**src/pkg/sfas_pkg.sv**
```systemverilog
// constants, types and decode functions of the serial flash access sequencer
// Functional notes
// - fast read, page program, sector erase: opcode then three address bytes; read adds dummy
// - opcode 0x05 reads status, 0x06 write enable, 0xc7 chip erase, single byte
// - status write is opcode 0x01 plus exactly one status byte, never a second
// - read and program data bytes run back to back while select stays low
// - no identification read is ever issued; protocol and rate stay as configured
// - flash hold and write-protect inputs are never driven, left to board pull-ups
// - while system reset low is held, clock, data and flash select float
// - driver select stays driven during reset, never floated
// - host requests programming; the sequencer issues all needed flash commands itself
// - clock and data shared by two slaves, each with its own select
// - serial clock runs at most 20 MHz (100 MHz source over divisor 5) toward both slaves
// - host control port runs at 100 kHz, pace set by slowest device
// - single-bit SPI mode 0: clock idles low, data sampled on rising edge
// - serial clock is source clock divided by integer divisor 5 to 127
// - before program or erase: write enable, poll status until latch set
// - boot and flash traffic always use select zero, the flash select
package sfas_pkg;

  // ---------------------------------------------------------------
  // flash opcodes
  // ---------------------------------------------------------------
  localparam logic [7:0] OPC_FAST_READ = 8'h0b;
  localparam logic [7:0] OPC_PAGE_PROG = 8'h02;
  localparam logic [7:0] OPC_SECT_ERASE = 8'h20;
  localparam logic [7:0] OPC_STATUS_READ = 8'h05;
  localparam logic [7:0] OPC_WRITE_ENABLE = 8'h06;
  localparam logic [7:0] OPC_CHIP_ERASE = 8'hc7;
  localparam logic [7:0] OPC_STATUS_WRITE = 8'h01;
  localparam logic [7:0] OPC_FILL = 8'h00;

  // ---------------------------------------------------------------
  // fields, sizes and timing
  // ---------------------------------------------------------------
  localparam int LATCH_POS = 1;
  localparam int ADDR_W = 24;
  localparam int LEN_W = 16;
  localparam int DIV_W = 7;
  localparam logic [6:0] DIV_MIN = 7'h05;
  localparam logic [6:0] DIV_MAX = 7'h7f;
  localparam logic [2:0] HDR_ADDR = 3'h4;
  localparam logic [2:0] HDR_READ = 3'h5;
  localparam logic [2:0] HDR_OPC = 3'h1;
  localparam logic [2:0] HDR_NONE = 3'h0;
  localparam int FIFO_WIDTH = 8;
  localparam int FIFO_DEPTH = 16;
  localparam int CLK_PERIOD_NS = 10;
  localparam int DESELECT_NS = 200;
  localparam int DESELECT_CYC = (DESELECT_NS + CLK_PERIOD_NS - 1) / CLK_PERIOD_NS;
  localparam logic [4:0] GAP_LAST = 5'(DESELECT_CYC - 1);

  // ---------------------------------------------------------------
  // commands and states
  // ---------------------------------------------------------------
  typedef enum logic [2:0] {
    OP_READ = 3'b000,
    OP_PROG = 3'b001,
    OP_SECT_ERASE = 3'b010,
    OP_CHIP_ERASE = 3'b011,
    OP_STATUS_READ = 3'b100,
    OP_STATUS_WRITE = 3'b101,
    OP_DRV_WRITE = 3'b110
  } sfas_op_e;

  typedef enum logic [2:0] {
    S_IDLE = 3'b000,
    S_ENABLE = 3'b001,
    S_POLL = 3'b010,
    S_MAIN = 3'b011,
    S_GAP = 3'b100,
    S_DONE = 3'b101
  } sfas_state_e;

  // ---------------------------------------------------------------
  // decode functions
  // ---------------------------------------------------------------
  function automatic logic [7:0] sfas_opcode(input sfas_op_e op);
    case (op)
      OP_READ: sfas_opcode = OPC_FAST_READ;
      OP_PROG: sfas_opcode = OPC_PAGE_PROG;
      OP_SECT_ERASE: sfas_opcode = OPC_SECT_ERASE;
      OP_CHIP_ERASE: sfas_opcode = OPC_CHIP_ERASE;
      OP_STATUS_READ: sfas_opcode = OPC_STATUS_READ;
      OP_STATUS_WRITE: sfas_opcode = OPC_STATUS_WRITE;
      default: sfas_opcode = OPC_FILL;
    endcase
  endfunction

  function automatic logic sfas_needs_enable(input sfas_op_e op);
    sfas_needs_enable = (op == OP_PROG) || (op == OP_SECT_ERASE) ||
                      (op == OP_CHIP_ERASE) || (op == OP_STATUS_WRITE);
  endfunction

  function automatic logic [2:0] sfas_hdr_len(input sfas_op_e op);
    case (op)
      OP_READ: sfas_hdr_len = HDR_READ;
      OP_PROG, OP_SECT_ERASE: sfas_hdr_len = HDR_ADDR;
      OP_DRV_WRITE: sfas_hdr_len = HDR_NONE;
      default: sfas_hdr_len = HDR_OPC;
    endcase
  endfunction

endpackage

```
**src/sfas_fifo.sv**
```systemverilog
// byte fifo between the host write stream and the serial engine
`timescale 1ns/1ps
module sfas_fifo
  import sfas_pkg::*;
#(
  parameter int WIDTH = FIFO_WIDTH,
  parameter int DEPTH = FIFO_DEPTH
) (
  input wire logic ref_clk,
  input wire logic reset,
  input wire logic in_valid,
  output logic in_ready,
  input wire logic [WIDTH-1:0] in_data,
  output logic out_valid,
  input wire logic out_ready,
  output logic [WIDTH-1:0] out_data
);

  localparam int PW = $clog2(DEPTH);
  localparam int CW = $clog2(DEPTH + 1);
  localparam logic [CW-1:0] FULL_CNT = CW'(DEPTH);

  logic [WIDTH-1:0] mem [DEPTH];
  logic [PW-1:0] wr_ptr;
  logic [PW-1:0] rd_ptr;
  logic [CW-1:0] count;
  logic [CW-1:0] next_count;
  logic push;
  logic pull;

  // ---------------------------------------------------------------
  // flags
  // ---------------------------------------------------------------
  assign push = in_valid && in_ready;
  assign pull = out_valid && out_ready;
  assign out_data = mem[rd_ptr];

  always_comb begin
    next_count = count;
    if (push && !pull) begin
      next_count = count + CW'(1);
    end else if (pull && !push) begin
      next_count = count - CW'(1);
    end
  end

  always_ff @(posedge ref_clk) begin
    if (reset) begin
      count <= '0;
      in_ready <= 1'b0;
      out_valid <= 1'b0;
    end else begin
      count <= next_count;
      in_ready <= (next_count != FULL_CNT);
      out_valid <= (next_count != '0);
    end
  end

  // ---------------------------------------------------------------
  // storage
  // ---------------------------------------------------------------
  always_ff @(posedge ref_clk) begin
    if (reset) begin
      wr_ptr <= '0;
      rd_ptr <= '0;
    end else begin
      if (push) begin
        wr_ptr <= (wr_ptr == PW'(DEPTH - 1)) ? '0 : wr_ptr + PW'(1);
      end
      if (pull) begin
        rd_ptr <= (rd_ptr == PW'(DEPTH - 1)) ? '0 : rd_ptr + PW'(1);
      end
    end
  end

  always_ff @(posedge ref_clk) begin
    if (push) begin
      mem[wr_ptr] <= in_data;
    end
  end

endmodule

```
**src/sfas_sequencer.sv**
```systemverilog
// serial flash and illumination driver access sequencer
`timescale 1ns/1ps
module sfas_sequencer
  import sfas_pkg::*;
(
  input wire logic ref_clk,
  input wire logic reset,
  input wire logic system_reset_low,
  input wire logic [DIV_W-1:0] clock_divisor,
  input wire logic cmd_valid,
  output logic cmd_ready,
  input wire logic [2:0] cmd_op,
  input wire logic [ADDR_W-1:0] cmd_addr,
  input wire logic [LEN_W-1:0] cmd_len,
  input wire logic [7:0] cmd_status,
  input wire logic wr_valid,
  output logic wr_ready,
  input wire logic [7:0] wr_data,
  output logic rd_valid,
  output logic [7:0] rd_data,
  output logic done,
  output logic serial_port_clock_out,
  output logic serial_port_clock_oe,
  output logic serial_port_data_out,
  output logic serial_port_data_oe,
  input wire logic serial_port_data_in,
  output logic flash_select_low,
  output logic flash_select_oe,
  output logic driver_select_low
);

  sfas_state_e state;
  sfas_state_e ret_state;
  sfas_op_e op;
  logic rst_any;
  logic [ADDR_W-1:0] addr;
  logic [7:0] wstatus;
  logic [LEN_W-1:0] rem;
  logic [2:0] idx;
  logic [2:0] hdr_len;
  logic [DIV_W-1:0] div_q;
  logic [DIV_W-1:0] half_len;
  logic [DIV_W-1:0] low_len;
  logic [4:0] gap_cnt;
  logic rx_pend;
  logic latch_seen;
  logic go;
  logic [7:0] go_byte;
  logic pop;
  logic eng_busy;
  logic [DIV_W-1:0] eng_cnt;
  logic [2:0] eng_bit;
  logic [7:0] eng_tx;
  logic [7:0] eng_rx;
  logic eng_idle;
  logic fifo_valid;
  logic [7:0] fifo_data;
  logic [7:0] hdr_byte;

  assign rst_any = reset || !system_reset_low;
  assign eng_idle = !eng_busy && !go;
  assign half_len = div_q >> 1;
  assign low_len = div_q - half_len;

  always_comb begin
    hdr_byte = OPC_FILL;
    if (idx == 3'h0) begin
      hdr_byte = sfas_opcode(op);
    end else if (idx == 3'h1) begin
      hdr_byte = addr[23:16];
    end else if (idx == 3'h2) begin
      hdr_byte = addr[15:8];
    end else if (idx == 3'h3) begin
      hdr_byte = addr[7:0];
    end
  end

  // ---------------------------------------------------------------
  // write data fifo
  // ---------------------------------------------------------------
  sfas_fifo #(
    .WIDTH(FIFO_WIDTH),
    .DEPTH(FIFO_DEPTH)
  ) u_fifo (
    .ref_clk(ref_clk),
    .reset(reset),
    .in_valid(wr_valid),
    .in_ready(wr_ready),
    .in_data(wr_data),
    .out_valid(fifo_valid),
    .out_ready(pop),
    .out_data(fifo_data)
  );

  // ---------------------------------------------------------------
  // pin drivers
  // ---------------------------------------------------------------
  // float port on reset
  always_ff @(posedge ref_clk) begin
    if (reset) begin
      serial_port_clock_oe <= 1'b0;
      serial_port_data_oe <= 1'b0;
      flash_select_oe <= 1'b0;
    end else begin
      serial_port_clock_oe <= system_reset_low;
      serial_port_data_oe <= system_reset_low;
      flash_select_oe <= system_reset_low;
    end
  end

  // ---------------------------------------------------------------
  // bit engine
  // ---------------------------------------------------------------
  // mode 0 shifting
  always_ff @(posedge ref_clk) begin
    if (rst_any) begin
      eng_busy <= 1'b0;
      eng_cnt <= '0;
      eng_bit <= '0;
      eng_tx <= '0;
      eng_rx <= '0;
      serial_port_clock_out <= 1'b0;
      serial_port_data_out <= 1'b0;
    end else if (go) begin
      eng_busy <= 1'b1;
      eng_cnt <= '0;
      eng_bit <= '0;
      eng_tx <= go_byte;
      serial_port_data_out <= go_byte[7];
    end else if (eng_busy) begin
      eng_cnt <= eng_cnt + DIV_W'(1);
      if (!serial_port_clock_out && eng_cnt == low_len - DIV_W'(1)) begin
        serial_port_clock_out <= 1'b1;
        eng_rx <= {eng_rx[6:0], serial_port_data_in};
        eng_cnt <= '0;
      end else if (serial_port_clock_out && eng_cnt == half_len - DIV_W'(1)) begin
        serial_port_clock_out <= 1'b0;
        eng_cnt <= '0;
        if (eng_bit == 3'h7) begin
          eng_busy <= 1'b0;
        end else begin
          eng_bit <= eng_bit + 3'h1;
          eng_tx <= {eng_tx[6:0], 1'b0};
          serial_port_data_out <= eng_tx[6];
        end
      end
    end
  end

  // ---------------------------------------------------------------
  // command sequencer
  // ---------------------------------------------------------------
  always_ff @(posedge ref_clk) begin
    go <= 1'b0;
    pop <= 1'b0;
    done <= 1'b0;
    rd_valid <= 1'b0;
    if (rst_any) begin
      state <= S_IDLE;
      ret_state <= S_IDLE;
      op <= OP_READ;
      addr <= '0;
      wstatus <= '0;
      rem <= '0;
      idx <= '0;
      hdr_len <= '0;
      div_q <= DIV_MIN;
      gap_cnt <= '0;
      rx_pend <= 1'b0;
      latch_seen <= 1'b0;
      go_byte <= '0;
      rd_data <= '0;
      cmd_ready <= 1'b0;
      flash_select_low <= 1'b1;
      driver_select_low <= 1'b1;
    end else begin
      case (state)
        S_IDLE: begin
          cmd_ready <= 1'b1;
          if (cmd_valid && cmd_ready) begin
            cmd_ready <= 1'b0;
            op <= sfas_op_e'(cmd_op);
            addr <= cmd_addr;
            wstatus <= cmd_status;
            hdr_len <= sfas_hdr_len(sfas_op_e'(cmd_op));
            div_q <= (clock_divisor < DIV_MIN) ? DIV_MIN : clock_divisor;
            idx <= '0;
            latch_seen <= 1'b0;
            rx_pend <= 1'b0;
            if (sfas_op_e'(cmd_op) == OP_READ || sfas_op_e'(cmd_op) == OP_PROG ||
                sfas_op_e'(cmd_op) == OP_DRV_WRITE) begin
              rem <= cmd_len;
            end else if (sfas_op_e'(cmd_op) == OP_STATUS_READ ||
                         sfas_op_e'(cmd_op) == OP_STATUS_WRITE) begin
              rem <= 16'h0001;
            end else begin
              rem <= '0;
            end
            state <= sfas_needs_enable(sfas_op_e'(cmd_op)) ? S_ENABLE : S_MAIN;
          end
        end
        S_ENABLE: begin
          if (eng_idle) begin
            if (idx == 3'h0) begin
              go <= 1'b1;
              go_byte <= OPC_WRITE_ENABLE;
              flash_select_low <= 1'b0;
              idx <= 3'h1;
            end else begin
              flash_select_low <= 1'b1;
              gap_cnt <= '0;
              ret_state <= S_POLL;
              state <= S_GAP;
            end
          end
        end
        S_POLL: begin
          if (eng_idle) begin
            if (idx == 3'h0) begin
              go <= 1'b1;
              go_byte <= OPC_STATUS_READ;
              flash_select_low <= 1'b0;
              idx <= 3'h1;
            end else if (idx == 3'h1) begin
              go <= 1'b1;
              go_byte <= OPC_FILL;
              idx <= 3'h2;
            end else begin
              flash_select_low <= 1'b1;
              gap_cnt <= '0;
              latch_seen <= eng_rx[LATCH_POS];
              ret_state <= eng_rx[LATCH_POS] ? S_MAIN : S_POLL;
              state <= S_GAP;
            end
          end
        end
        S_MAIN: begin
          if (eng_idle) begin
            if (rx_pend) begin
              rd_valid <= 1'b1;
              rd_data <= eng_rx;
              rx_pend <= 1'b0;
            end
            if (idx < hdr_len) begin
              go <= 1'b1;
              go_byte <= hdr_byte;
              idx <= idx + 3'h1;
              flash_select_low <= 1'b0;
            end else if (rem != '0) begin
              if (op == OP_READ || op == OP_STATUS_READ) begin
                go <= 1'b1;
                go_byte <= OPC_FILL;
                rx_pend <= 1'b1;
                rem <= rem - 16'h0001;
              end else if (op == OP_STATUS_WRITE) begin
                go <= 1'b1;
                go_byte <= wstatus;
                rem <= rem - 16'h0001;
              end else if (fifo_valid) begin
                go <= 1'b1;
                go_byte <= fifo_data;
                pop <= 1'b1;
                rem <= rem - 16'h0001;
                if (op == OP_DRV_WRITE) begin
                  driver_select_low <= 1'b0;
                end else begin
                  flash_select_low <= 1'b0;
                end
              end
            end else begin
              flash_select_low <= 1'b1;
              driver_select_low <= 1'b1;
              gap_cnt <= '0;
              ret_state <= S_DONE;
              state <= S_GAP;
            end
          end
        end
        S_GAP: begin
          if (gap_cnt == GAP_LAST) begin
            state <= ret_state;
            idx <= '0;
          end else begin
            gap_cnt <= gap_cnt + 5'h01;
          end
        end
        S_DONE: begin
          done <= 1'b1;
          state <= S_IDLE;
        end
        default: begin
          state <= S_IDLE;
        end
      endcase
    end
  end

  // ---------------------------------------------------------------
  // checks
  // ---------------------------------------------------------------
  fast_read_opc_a: assert property (
    @(posedge ref_clk) disable iff (rst_any)
    go && state == S_MAIN && idx == 3'h1 && op == OP_READ |-> go_byte == OPC_FAST_READ)
    else $error("fast read opcode wrong");

  read_dummy_a: assert property (
    @(posedge ref_clk) disable iff (rst_any)
    go && state == S_MAIN && idx == 3'h5 && op == OP_READ |-> go_byte == OPC_FILL)
    else $error("dummy byte missing");

  enable_byte_a: assert property (
    @(posedge ref_clk) disable iff (rst_any)
    go && state == S_ENABLE |-> go_byte == OPC_WRITE_ENABLE && !flash_select_low)
    else $error("write enable byte wrong");

  status_len_a: assert property (
    @(posedge ref_clk) disable iff (rst_any)
    go && state == S_MAIN && op == OP_STATUS_WRITE |-> idx <= 3'h1 || rem == '0)
    else $error("status write too long");

  latch_before_cmd_a: assert property (
    @(posedge ref_clk) disable iff (rst_any)
    go && state == S_MAIN && idx == 3'h1 && sfas_needs_enable(op) |-> latch_seen)
    else $error("command before latch set");

  port_float_a: assert property (
    @(posedge ref_clk) disable iff (reset)
    !system_reset_low |=> !serial_port_clock_oe && !serial_port_data_oe && !flash_select_oe)
    else $error("port driven during reset");

  driver_sel_a: assert property (
    @(posedge ref_clk) disable iff (reset)
    !system_reset_low |=> driver_select_low)
    else $error("driver select not held high");

  one_select_a: assert property (
    @(posedge ref_clk) disable iff (rst_any)
    !(!flash_select_low && !driver_select_low))
    else $error("both selects active");

  clock_idle_a: assert property (
    @(posedge ref_clk) disable iff (rst_any)
    flash_select_low && driver_select_low |-> !serial_port_clock_out)
    else $error("clock not idle low");

  deselect_gap_a: assert property (
    @(posedge ref_clk) disable iff (rst_any)
    $rose(flash_select_low) |-> flash_select_low [*8])
    else $error("select gap too short");

  divisor_range_a: assert property (
    @(posedge ref_clk) disable iff (rst_any)
    state != S_IDLE |-> div_q >= DIV_MIN && div_q <= DIV_MAX)
    else $error("divisor out of range");

endmodule

```
**config.mk**
```make
export PLATFORM = sky130hd
export DESIGN_NAME = sfas_sequencer
export DESIGN_NICKNAME = d
export VERILOG_FILES = /design/src/pkg/sfas_pkg.sv /design/src/sfas_fifo.sv /design/src/sfas_sequencer.sv
export SDC_FILE = /design/constraint.sdc
export NUM_CORES = 1
export LEC_CHECK = 0
export BUFFER_PORTS_ARGS = -buffer_cell sky130_fd_sc_hd__buf_2
export CORE_ASPECT_RATIO = 0.75
export CORE_MARGIN = 2
export CORE_UTILIZATION = 44
export CTS_CLUSTER_SIZE = 40
export DETAILED_ROUTE_END_ITERATION = 8
export HOLD_SLACK_MARGIN = 0.06
export PLACE_DENSITY = 0.71
export SETUP_SLACK_MARGIN = 0.4
export SKIP_LAST_GASP = 1
export SLEW_MARGIN = 20
export SYNTH_ARGS = -nofsm -noshare
export SYNTH_HDL_FRONTEND = slang
export SYNTH_HIERARCHICAL = 1
export SYNTH_SLANG_ARGS = --single-unit
```
**constraint.sdc**
```tcl
create_clock -name ref_clk -period 3.2 [get_ports ref_clk]
set_input_delay 0.16 -clock ref_clk [delete_from_list [all_inputs] [get_ports ref_clk]]
set_output_delay 0.16 -clock ref_clk [all_outputs]
set_load 0.005 [all_outputs]
```
==> run metrics, run 1 <==
Crit Path Class=reg -> reg; layout cells sized above 1=15.5%; Pwr Density=501 nW/µm²; Pleak=0.00546 µW; H-tree depth=1; synthesized area per cell=10.8 µm²; Max FO, Critical Path=5; DP HPWL=22.1 mm; clk buf depth=3; Clock transition at path regs=0.06 ns; RR Endpoint=eng_rx[2]; vias in the first global route=9202; Pre-Repair DR Iteration Count=6; DR WL/cell=18.8 µm; synthesis-stage register bit count=274; Final min period=2.69 ns; Vias=9866; FP Rows=54; GRT overflow=0; crit path from=div_q[1]; Worst slew margin=48.2%; post-route setup slack=0.508 ns; worst slack, placed=0.277 ns; Post-Route Setup TNS=0 ns; outcome=complete, no violations; maximum vdd drop=0.394 mV; Post-Synthesis Cells=1186; die footprint=30600 µm²; core area=28900 µm²; initial core utilization=44.4%; Inserted Diodes=0; CP arrival=3.17 ns; Fillers=2500; Area Overhead vs Synth=20.5%; asr flop ratio synth=0%; Clock Sinks=274; Top FF cell, synth=dfxtp_1; Critical Path Start Type=flip-flop; top-level I/O count=91; Max Fclk=372 MHz; synthesized area=12800 µm²; # DRC=0; max-cap viol count=0; DRT Wirelength=33.0 mm; final hold viol count=0; die width=201 µm; kind of end point of the critical path=flip-flop; HP Class=in -> reg; chip height=152 µm; initial antenna violation count=0; DRT iter0 DRCs=1089; Synthesized Nets=1292; clk_skew=0.0246 ns; register area share after synthesis=52.7%; CTS tree=yes; largest net degree at the start of global routing=46; reg2reg path depth=11; Period Utilization, post-route=84.1%; Yosys Warn Count=6; Total GRT Usage=20.9%; cts bufs inserted=29; r2r startpoint=div_q[1]; slew of the pin with the lowest slew margin=0.771 ns; Yosys cell types=77; Final Net Count=1445; via/cell ratio=5.62; post-route ant nets=0; Critical Path RT=3.68 ns; root buffer selected by CTS=clkbuf_16; PortBufs=90; RD Place Congestion=0.904; Clock Latency Late Sink=0.56 ns; Final Setup Violations=0; first-pass GRT wire length=51.0 mm; R2R Setup Slk=0.51 ns; Pwr Total=7750 µW; Setup crit end=eng_rx[2]; unrepaired setup endpoints after global routing=yes; number of synthesized flops with an enable pin=128; Final Max Slew Viols=0
## cell usage after synthesis, types with 10 or more instances
cell	instances	share of area, %
mux4_2	16	2.8
a21oi_1	106	4.1
clkbuf_1	51	1.5
and2_1	18	0.88
nand3_1	35	1.4
ha_1	33	3.2
nor2b_1	14	0.68
or3_1	10	0.49
edfxtp_1	128	30
xnor2_1	16	1.1
a211oi_1	11	0.64
nand2_1	170	5.0
mux2i_1	30	2.3
nor2_1	84	2.5
nand2b_1	11	0.54
o31ai_1	10	0.58
a22oi_1	20	1.2
nor3_1	27	1.1
xor2_1	21	1.4
o21ai_0	38	1.5
inv_1	31	0.91
dfxtp_1	146	23
mux4_1	24	4.9
## metal layers
metal | GRT usage [%] | wire length (µm)
met1 | 32.5 | 15800
met2 | 30.4 | 14000
met3 | 3.86 | 2760
met4 | 3.89 | 449
met5 | 0 | 0
## sequential cells by signal (all words and copies together), names as in the netlist, 2 cells and up, named ones only
| name | cells |
|---|---|
| u_fifo/mem | 128 |
| addr | 24 |
| rem | 16 |
| eng_rx | 8 |
| go_byte | 8 |
| rd_data | 8 |
| wstatus | 8 |
| div_q | 7 |
| eng_cnt | 7 |
| eng_tx | 7 |
| gap_cnt | 5 |
| u_fifo/count | 5 |
| u_fifo/rd_ptr | 4 |
| u_fifo/wr_ptr | 4 |
| eng_bit | 3 |
| idx | 3 |
| op | 3 |
| ret_state | 3 |
| state | 3 |
| hdr_len | 2 |
## where the power goes
part | internal, µW | total [µW] | switching (µW)
clock network | 2080 | 3490 | 1410
registers | 3690 | 3730 | 36.3
logic | 220 | 524 | 303
## through the flow
stage	hold WS [ns]	util, %	instance area [µm²]	std cells
finish	0.104	53.5	15500	1754
global route	0.119	53.5	15500	1754
CTS	0.0861	53.1	15400	1746
detailed placement	0.410	47.3	13700	1623
global placement	0.402	47.3	13700	1623
floorplan	0.229	-	12800	1186
## worst min-delay path by stage
stage,startpoint,end,slack [ns],depth (start not counted)
2_1_floorplan,reset,u_fifo/wr_ptr[3],0.23,1
3_3_place_gp,cmd_addr[18],addr[18],0.40,3
3_5_place_dp,cmd_addr[16],addr[16],0.41,3
4_1_cts,cmd_valid,state[0],0.09,3
5_1_grt,cmd_valid,state[0],0.12,3
6_report,cmd_valid,state[0],0.10,3
## kinds of logic after synthesis
family	Yosys count	synth area share, %
simple gates	416	15.1
flops	274	52.7
compound gates	254	12.8
buf+inv	101	3.49
mux	70	10.0
xor+xnor	37	2.52
fa+ha+maj	34	3.37
## layout by cell type (no fill, tap or decap), types with 31 or more instances in the layout
| cell type | netlist | routed |
|---|---|---|
| nor2_1 | 84 | 84 |
| ha_1 | 33 | 32 |
| dfxtp_1 | 146 | 144 |
| o21ai_0 | 38 | 37 |
| inv_1 | 31 | 31 |
| edfxtp_1 | 128 | 128 |
| buf_2 | 6 | 90 |
| nand3_1 | 35 | 34 |
| nand2_1 | 170 | 170 |
| dlygate4sd3_1 | 0 | 69 |
| a21oi_1 | 106 | 106 |
| buf_4 | 4 | 31 |
## timing repair
action                                 in CTS  in global routing
setup endpoints to repair                  11                 29
pin swaps                                   0                  3
endpoints found under the hold margin     203                  0
buffers inserted                            0                  6
hold buffers                               69                  0
gates cloned                                0                  2
resized for setup                           2                 17
## worst max-delay path, cell delays in order, from the launching register on
cell and delay, ns:
dfxtp_4 0.36, inv_1 0.06, ha_1 0.22, fa_2 0.38
xnor2_2 0.18, xnor2_1 0.15, o2111ai_1 0.16, a211oi_2 0.35
nand3_1 0.18, nor3_2 0.19, buf_4 0.20, mux2i_1 0.21
## cell type report
| cell class | count | area (µm²) | share of cell area [%] |
|---|---|---|---|
| timing repair buffer | 190 | 1370 | 8.87 |
| multi-input combinational | 812 | 5730 | 37.0 |
| clock buffer | 33 | 741 | 4.79 |
| inverter | 32 | 120 | 0.776 |
| clock inverter | 21 | 255 | 1.65 |
| sequential | 274 | 6770 | 43.8 |
| tap | 392 | 490 | 3.17 |
No activity file was read; power rests on OpenSTA's default activity.
==> inputs of run 2 (changes only) <==
Settings changed: PLACE_DENSITY 0.71 to 0.74.
Clock period 3.2 ns to 2.25 ns, I/O delays scaled along.
==> run 2 against run 1 <==
Against the previous run: the run now ends with setup timing left; sequential power up 42%; register-to-register slack worse by 0.76 ns; sequential share of layout area down 4.0 points; utilization up 5.6 points; critical endpoint is now eng_rx[0]; largest cell class unchanged; largest power group unchanged.
==> run metrics, run 2 (synthesis gave the netlist of run 1 again) <==
outcome=finished, violations left (was complete, no violations); failing checks=setup timing; slew of the pin with the lowest slew margin=0.558 ns (was 0.771 ns); HP Class=in -> reg (unchanged); Area Overhead vs Synth=33.1% (was 20.5%); fin cells=1866 (was 1754); kind of end point of the critical path=flip-flop (unchanged); DR WL/cell=19.2 µm (was 18.8 µm); Final min period=2.50 ns (was 2.69 ns); worst slack, placed=-0.296 ns (was 0.277 ns); CTS tree=yes (unchanged); # DRC=0 (unchanged); GR Util met3=5.17% (was 3.86%); Critical Path RT=2.71 ns (was 3.68 ns); root buffer selected by CTS=clkbuf_16 (unchanged); DRT iter0 DRCs=974 (was 1089); Crit Path Class=reg -> reg (unchanged); Pwr Density=644 nW/µm² (was 501 nW/µm²); chip height=152 µm (unchanged); first-pass GRT wire length=55.7 mm (was 51.0 mm); Pwr Total=11000 µW (was 7750 µW); Post-Route Setup TNS=-6.00 ns (was 0 ns); Worst slew margin=62.8% (was 48.2%); Placed Instances=1705 (was 1623); Largest Register=u_fifo/mem (unchanged); grt peak-use layer=met2 (was met1); vias in the first global route=10300 (was 9202); initial antenna violation count=0 (unchanged); Final Max Slew Viols=0 (unchanged); Clock Sinks=274 (unchanged); crit-path cells=inv_4, ha_4, fa_2, xor2_1, nor3_1, nand3_1, a211oi_2, nand3_2, nor3_4, buf_6, mux2i_2 (was inv_1, ha_1, fa_2, xnor2_2, xnor2_1, o2111ai_1, a211oi_2, nand3_1, nor3_2, buf_4, mux2i_1); met2 Track Usage GR=35.1% (was 30.4%); Slowest cell on crit path=fa_2 (unchanged); Vias=10500 (was 9866); GR Util met1=32.6% (was 32.5%); CP arrival=2.97 ns (was 3.17 ns); PortBufs=90 (unchanged); Largest delay share family, worst path=adder cells (unchanged); GRT overflow=0 (unchanged); max-cap viol count=0 (unchanged); FP Rows=54 (unchanged); Final Net Count=1559 (was 1445); top-level I/O count=91 (unchanged); final hold viol count=0 (unchanged); Pre-Repair DR Iteration Count=5 (was 6); max reg flops=128 (unchanged); post-route setup slack=-0.255 ns (was 0.508 ns); Period Utilization, post-route=111% (was 84.1%); clk buf depth=3 (unchanged); most frequent cells in the layout=nand2_1 (163), dfxtp_1 (130), edfxtp_1 (128) (was nand2_1 (170), dfxtp_1 (144), edfxtp_1 (128)); Max FO, Critical Path=5 (unchanged); die footprint=30600 µm² (unchanged); Clock Latency Late Sink=0.55 ns (was 0.56 ns); crit-path max cell delay=0.52 ns (was 0.38 ns); Hold Slack=0.0872 ns (was 0.104 ns); DP HPWL=23.2 mm (was 22.1 mm); layout cells sized above 1=30.9% (was 15.5%); die width=201 µm (unchanged); RD Place Congestion=0.919 (was 0.904); Pleak=0.00613 µW (was 0.00546 µW); initial core utilization=44.4% (unchanged); DRT Wirelength=35.8 mm (was 33.0 mm); clk_skew=0.0139 ns (was 0.0246 ns); Final Setup Violations=53 (was 0); unrepaired setup endpoints after global routing=yes (unchanged); Critical Path Start Type=flip-flop (unchanged); maximum vdd drop=0.475 mV (was 0.394 mV); Max Fclk=399 MHz (was 372 MHz); largest registers=u_fifo/mem (128), addr (24), rem (16) (unchanged); cts bufs inserted=28 (was 29); Total GRT Usage=22.7% (was 20.9%); Worst Path Buf+Inv=2 (unchanged); most common cell after layout, fill and taps aside=nand2_1 (unchanged); via/cell ratio=5.62 (about the same); core area=28900 µm² (unchanged); largest net degree at the start of global routing=88 (was 46); Clock transition at path regs=0.06 ns (about the same); Inserted Diodes=0 (unchanged); H-tree depth=1 (unchanged); post-route ant nets=0 (unchanged)
[run 2: changes by cell type in the layout (fill, tap and decap cells not counted), moves of 8 or more]
cell and delta:
buf_4 +77, buf_6 +21, mux4_1 -20, mux4_2 +20, dfxtp_1 -14, dfxtp_2 +13, o21ai_0 -13, buf_12 +12
a22oi_1 -11, a22oi_2 +11, and2_1 -11, and2_2 +10, nor2_1 -9, o21ai_1 +8
[run 2: what timing repair did]
item	4_1_cts	5_1_grt
gates resized for setup	89	56
cloned	6	1
endpoints found under the setup margin	104	192
endpoints found under the hold margin	209	0
pin swaps	47	32
hold buffers	68	0
buffers inserted	26	9
[run 2: worst register-to-register path: cells and delay by family (launching register included)]
| family | cells | cell delay (ns) |
|---|---|---|
| fa+ha+maj | 2 | 0.67 |
| flops | 1 | 0.36 |
| simple gates | 4 | 0.60 |
| compound gates | 1 | 0.28 |
| mux | 1 | 0.23 |
| buf+inv | 2 | 0.21 |
| xor+xnor | 1 | 0.07 |
[run 2: power breakdown]
part | total, µW | leakage (µW) | switching, µW | internal, µW
sequential | 5310 | 0.00234 | 53.2 | 5250
clock | 4670 | 0.000443 | 1970 | 2700
combinational | 1040 | 0.00335 | 537 | 505
[run 2: per-layer routing]
| metal | up-vias | wire [µm] |
|---|---|---|
| met5 | - | 0 |
| met4 | 0 | 755 |
| met3 | 56 | 3190 |
| met2 | 478 | 15900 |
| met1 | 5079 | 15900 |
| li1 | 4873 | - |
[run 2: worst paths after layout]
path | startpoint | slack [ns] | end | depth (start not counted)
worst max-delay path | div_q[1] | -0.25 | eng_rx[0] | 11
worst min-delay path | wr_valid | 0.09 | u_fifo/wr_ptr[1] | 4
worst max register to register | div_q[1] | -0.25 | eng_rx[0] | 11
worst min register to register | driver_select_low | 0.45 | driver_select_low | 2
[run 2: final cells by class]
class	count	area [µm²]
clock inverters	16	163
repair buffers	305	2570
multi-input cells	812	6210
flip-flops and latches	274	6790
inverters	32	128
fillers	2294	11800
clock buffers	35	748
well taps	392	490
[run 2: through the flow]
stage	utilization, %	cell area [µm²]
finish	59.1	17100
global route	59.1	17100
CTS	58.2	16800
detailed placement	50.2	14500
global placement	50.2	14500
floorplan	-	13000
==> inputs of run 3 (changes only) <==
Settings changed: CTS_BUF_LIST set to sky130_fd_sc_hd__clkbuf_16.
==> run 3 against run 2 <==
Against the previous run: the flow still finishes with violations (setup timing); via count decreased by 0.24%; sequential share of layout area unchanged; cell count did not move; combinational power hardly changed; die area unchanged; global-route usage stayed put; flip-flop and latch count did not move; clock-buffer cell count down 6; first-iteration DRC count is 1.4% higher; critical path type unchanged; largest cell class unchanged.
==> run metrics, run 3 (synthesis gave the netlist of run 1 again) <==
crit-path max cell delay=0.52 ns (about the same); Largest Register=u_fifo/mem (unchanged); RR Endpoint=eng_rx[0] (unchanged); R2R Setup Slk=-0.26 ns (was -0.25 ns); core area=28900 µm² (unchanged); Area Overhead vs Synth=33.1% (unchanged); Pre-Repair DR Iteration Count=6 (was 5); Placed Instances=1705 (unchanged); Clk pwr share=42.3% (was 42.4%); Worst Path Buf+Inv=2 (unchanged); Inserted Diodes=0 (unchanged); unrepaired setup endpoints after global routing=yes (unchanged); Critical Path Start Type=flip-flop (unchanged); Max Fclk=399 MHz (about the same); crit-path cells=inv_4, ha_4, fa_2, xor2_1, nor3_1, nand3_1, a211oi_2, nand3_2, nor3_4, buf_6, mux2i_2 (unchanged); die footprint=30600 µm² (unchanged); Slowest cell on crit path=fa_2 (unchanged); Max FO, Critical Path=5 (unchanged); fin cells=1866 (unchanged); Period Utilization, post-route=111% (about the same); Post-Route Setup TNS=-6.00 ns (about the same); CP arrival=2.97 ns (about the same); share of power burned in registers=48.3% (was 48.2%); most common cell after layout, fill and taps aside=nand2_1 (unchanged); Largest delay share family, worst path=adder cells (unchanged); clk buf depth=3 (unchanged); failing checks=setup timing (unchanged); initial antenna violation count=0 (unchanged); RD Place Congestion=0.919 (unchanged); cts bufs inserted=28 (unchanged); Crit Path Class=reg -> reg (unchanged); HP Class=in -> reg (unchanged); clk_skew=0.0147 ns (was 0.0139 ns); post-route ant nets=0 (unchanged); root buffer selected by CTS=clkbuf_16 (unchanged); # DRC=0 (unchanged); final hold viol count=0 (unchanged); Vias=10500 (about the same); DRT iter0 DRCs=988 (was 974); Int Power=8430 µW (was 8460 µW); Total GRT Usage=22.7% (unchanged); worst slack, placed=-0.296 ns (unchanged); Net Sw Frac=23.3% (was 23.2%); fin area=17100 µm² (unchanged); Clock Sinks=274 (unchanged); Worst slew margin=62.8% (about the same); maximum vdd drop=0.474 mV (was 0.475 mV); most frequent cells in the layout=nand2_1 (163), dfxtp_1 (130), edfxtp_1 (128) (unchanged); largest net degree at the start of global routing=88 (unchanged); largest registers=u_fifo/mem (128), addr (24), rem (16) (unchanged); die width=201 µm (unchanged); H-tree depth=1 (unchanged); Clock Latency Late Sink=0.55 ns (about the same); DR WL/cell=19.2 µm (about the same); DP HPWL=23.2 mm (unchanged); Final Net Count=1559 (unchanged); chip height=152 µm (unchanged); FP Rows=54 (unchanged); Final Setup Violations=53 (unchanged); first-pass GRT wire length=55.7 mm (unchanged); Worst Hold Depth=4 (unchanged); post-route setup slack=-0.256 ns (was -0.255 ns); combinational group share of total power=9.5% (about the same); Final Max Slew Viols=0 (unchanged); Pwr Density=643 nW/µm² (was 644 nW/µm²); dpl cell area=14500 µm² (unchanged); vias in the first global route=10300 (unchanged); Pleak=0.00616 µW (was 0.00613 µW); top-level I/O count=91 (unchanged); Clock transition at path regs=0.06 ns (about the same); via/cell ratio=5.61 (was 5.62); Fillers=2294 (unchanged); CTS tree=yes (unchanged); Pwr Total=11000 µW (about the same); initial core utilization=44.4% (unchanged); hold endpoint=u_fifo/wr_ptr[1] (unchanged); reg2reg path depth=11 (unchanged); max-cap viol count=0 (unchanged); kind of end point of the critical path=flip-flop (unchanged); layout cells sized above 1=30.9% (unchanged); Net Sw Power=2570 µW (was 2560 µW); Critical Path RT=2.71 ns (about the same); outcome=finished, violations left (unchanged); DRT Wirelength=35.8 mm (about the same); slew of the pin with the lowest slew margin=0.558 ns (about the same); PortBufs=90 (unchanged); r2r startpoint=div_q[1] (unchanged); Worst Min Path Start=wr_valid (unchanged); max reg flops=128 (unchanged); Final min period=2.51 ns (was 2.50 ns); GRT overflow=0 (unchanged)
## run 3: worst max path at each step
stage	endpoint	slack [ns]	startpoint	depth (start not counted)
2_1_floorplan	eng_tx[1]	-0.09	div_q[4]	9
3_3_place_gp	eng_rx[0]	-0.19	div_q[1]	11
3_5_place_dp	eng_rx[0]	-0.30	div_q[1]	11
4_1_cts	eng_tx[2]	-0.20	div_q[2]	9
5_1_grt	go_byte[2]	-0.33	flip-flop	7
6_report	eng_rx[0]	-0.26	div_q[1]	11
## run 3: cell type report
class                           instances  area, µm²  share of cell area (%)
Sequential cell                       274       6790                    39.7
Multi-Input combinational cell        812       6210                    36.3
Timing Repair Buffer                  305       2570                    15.0
Clock buffer                           29        726                    4.24
Tap cell                              392        490                    2.87
Clock inverter                         22        185                    1.08
Inverter                               32        128                   0.746
## run 3: through the flow
stage	util [%]	hold WS (ns)
2_1_floorplan	-	0.182
3_3_place_gp	50.2	0.359
3_5_place_dp	50.2	0.360
4_1_cts	58.2	0.0643
5_1_grt	59.1	0.145
6_report	59.1	0.0866
## run 3: routing by layer
metal	wire [µm]	global-route usage [%]	vias to the layer above
met1	16000	32.6	5082
li1	-	-	4877
met5	0	0	-
met2	15900	35.1	442
met4	782	5.43	0
met3	3130	5.17	60
## run 3: worst register-to-register path: stages (launching register included)
cell	delay (ns)
dfxtp_4	0.36
inv_4	0.04
ha_4	0.15
fa_2	0.52
xor2_1	0.07
nor3_1	0.15
nand3_1	0.11
a211oi_2	0.28
nand3_2	0.15
nor3_4	0.19
buf_6	0.17
mux2i_2	0.23
## run 3: power groups by stage
stage,Clock [µW],Combinational [µW],Sequential (µW)
after global routing,4890,1120,5310
after global placement,0,714,5410
final,4650,1040,5310
after detailed placement,0,734,5410
after floorplan,0,428,5390
after CTS,4710,973,5300
## run 3: repair_timing
item,CTS,global route
hold buffers,68,0
pin swaps,47,32
endpoints found under the setup margin,104,192
cloned,6,1
buffers inserted,26,9
resized for setup,89,56
hold endpoints to repair,209,0
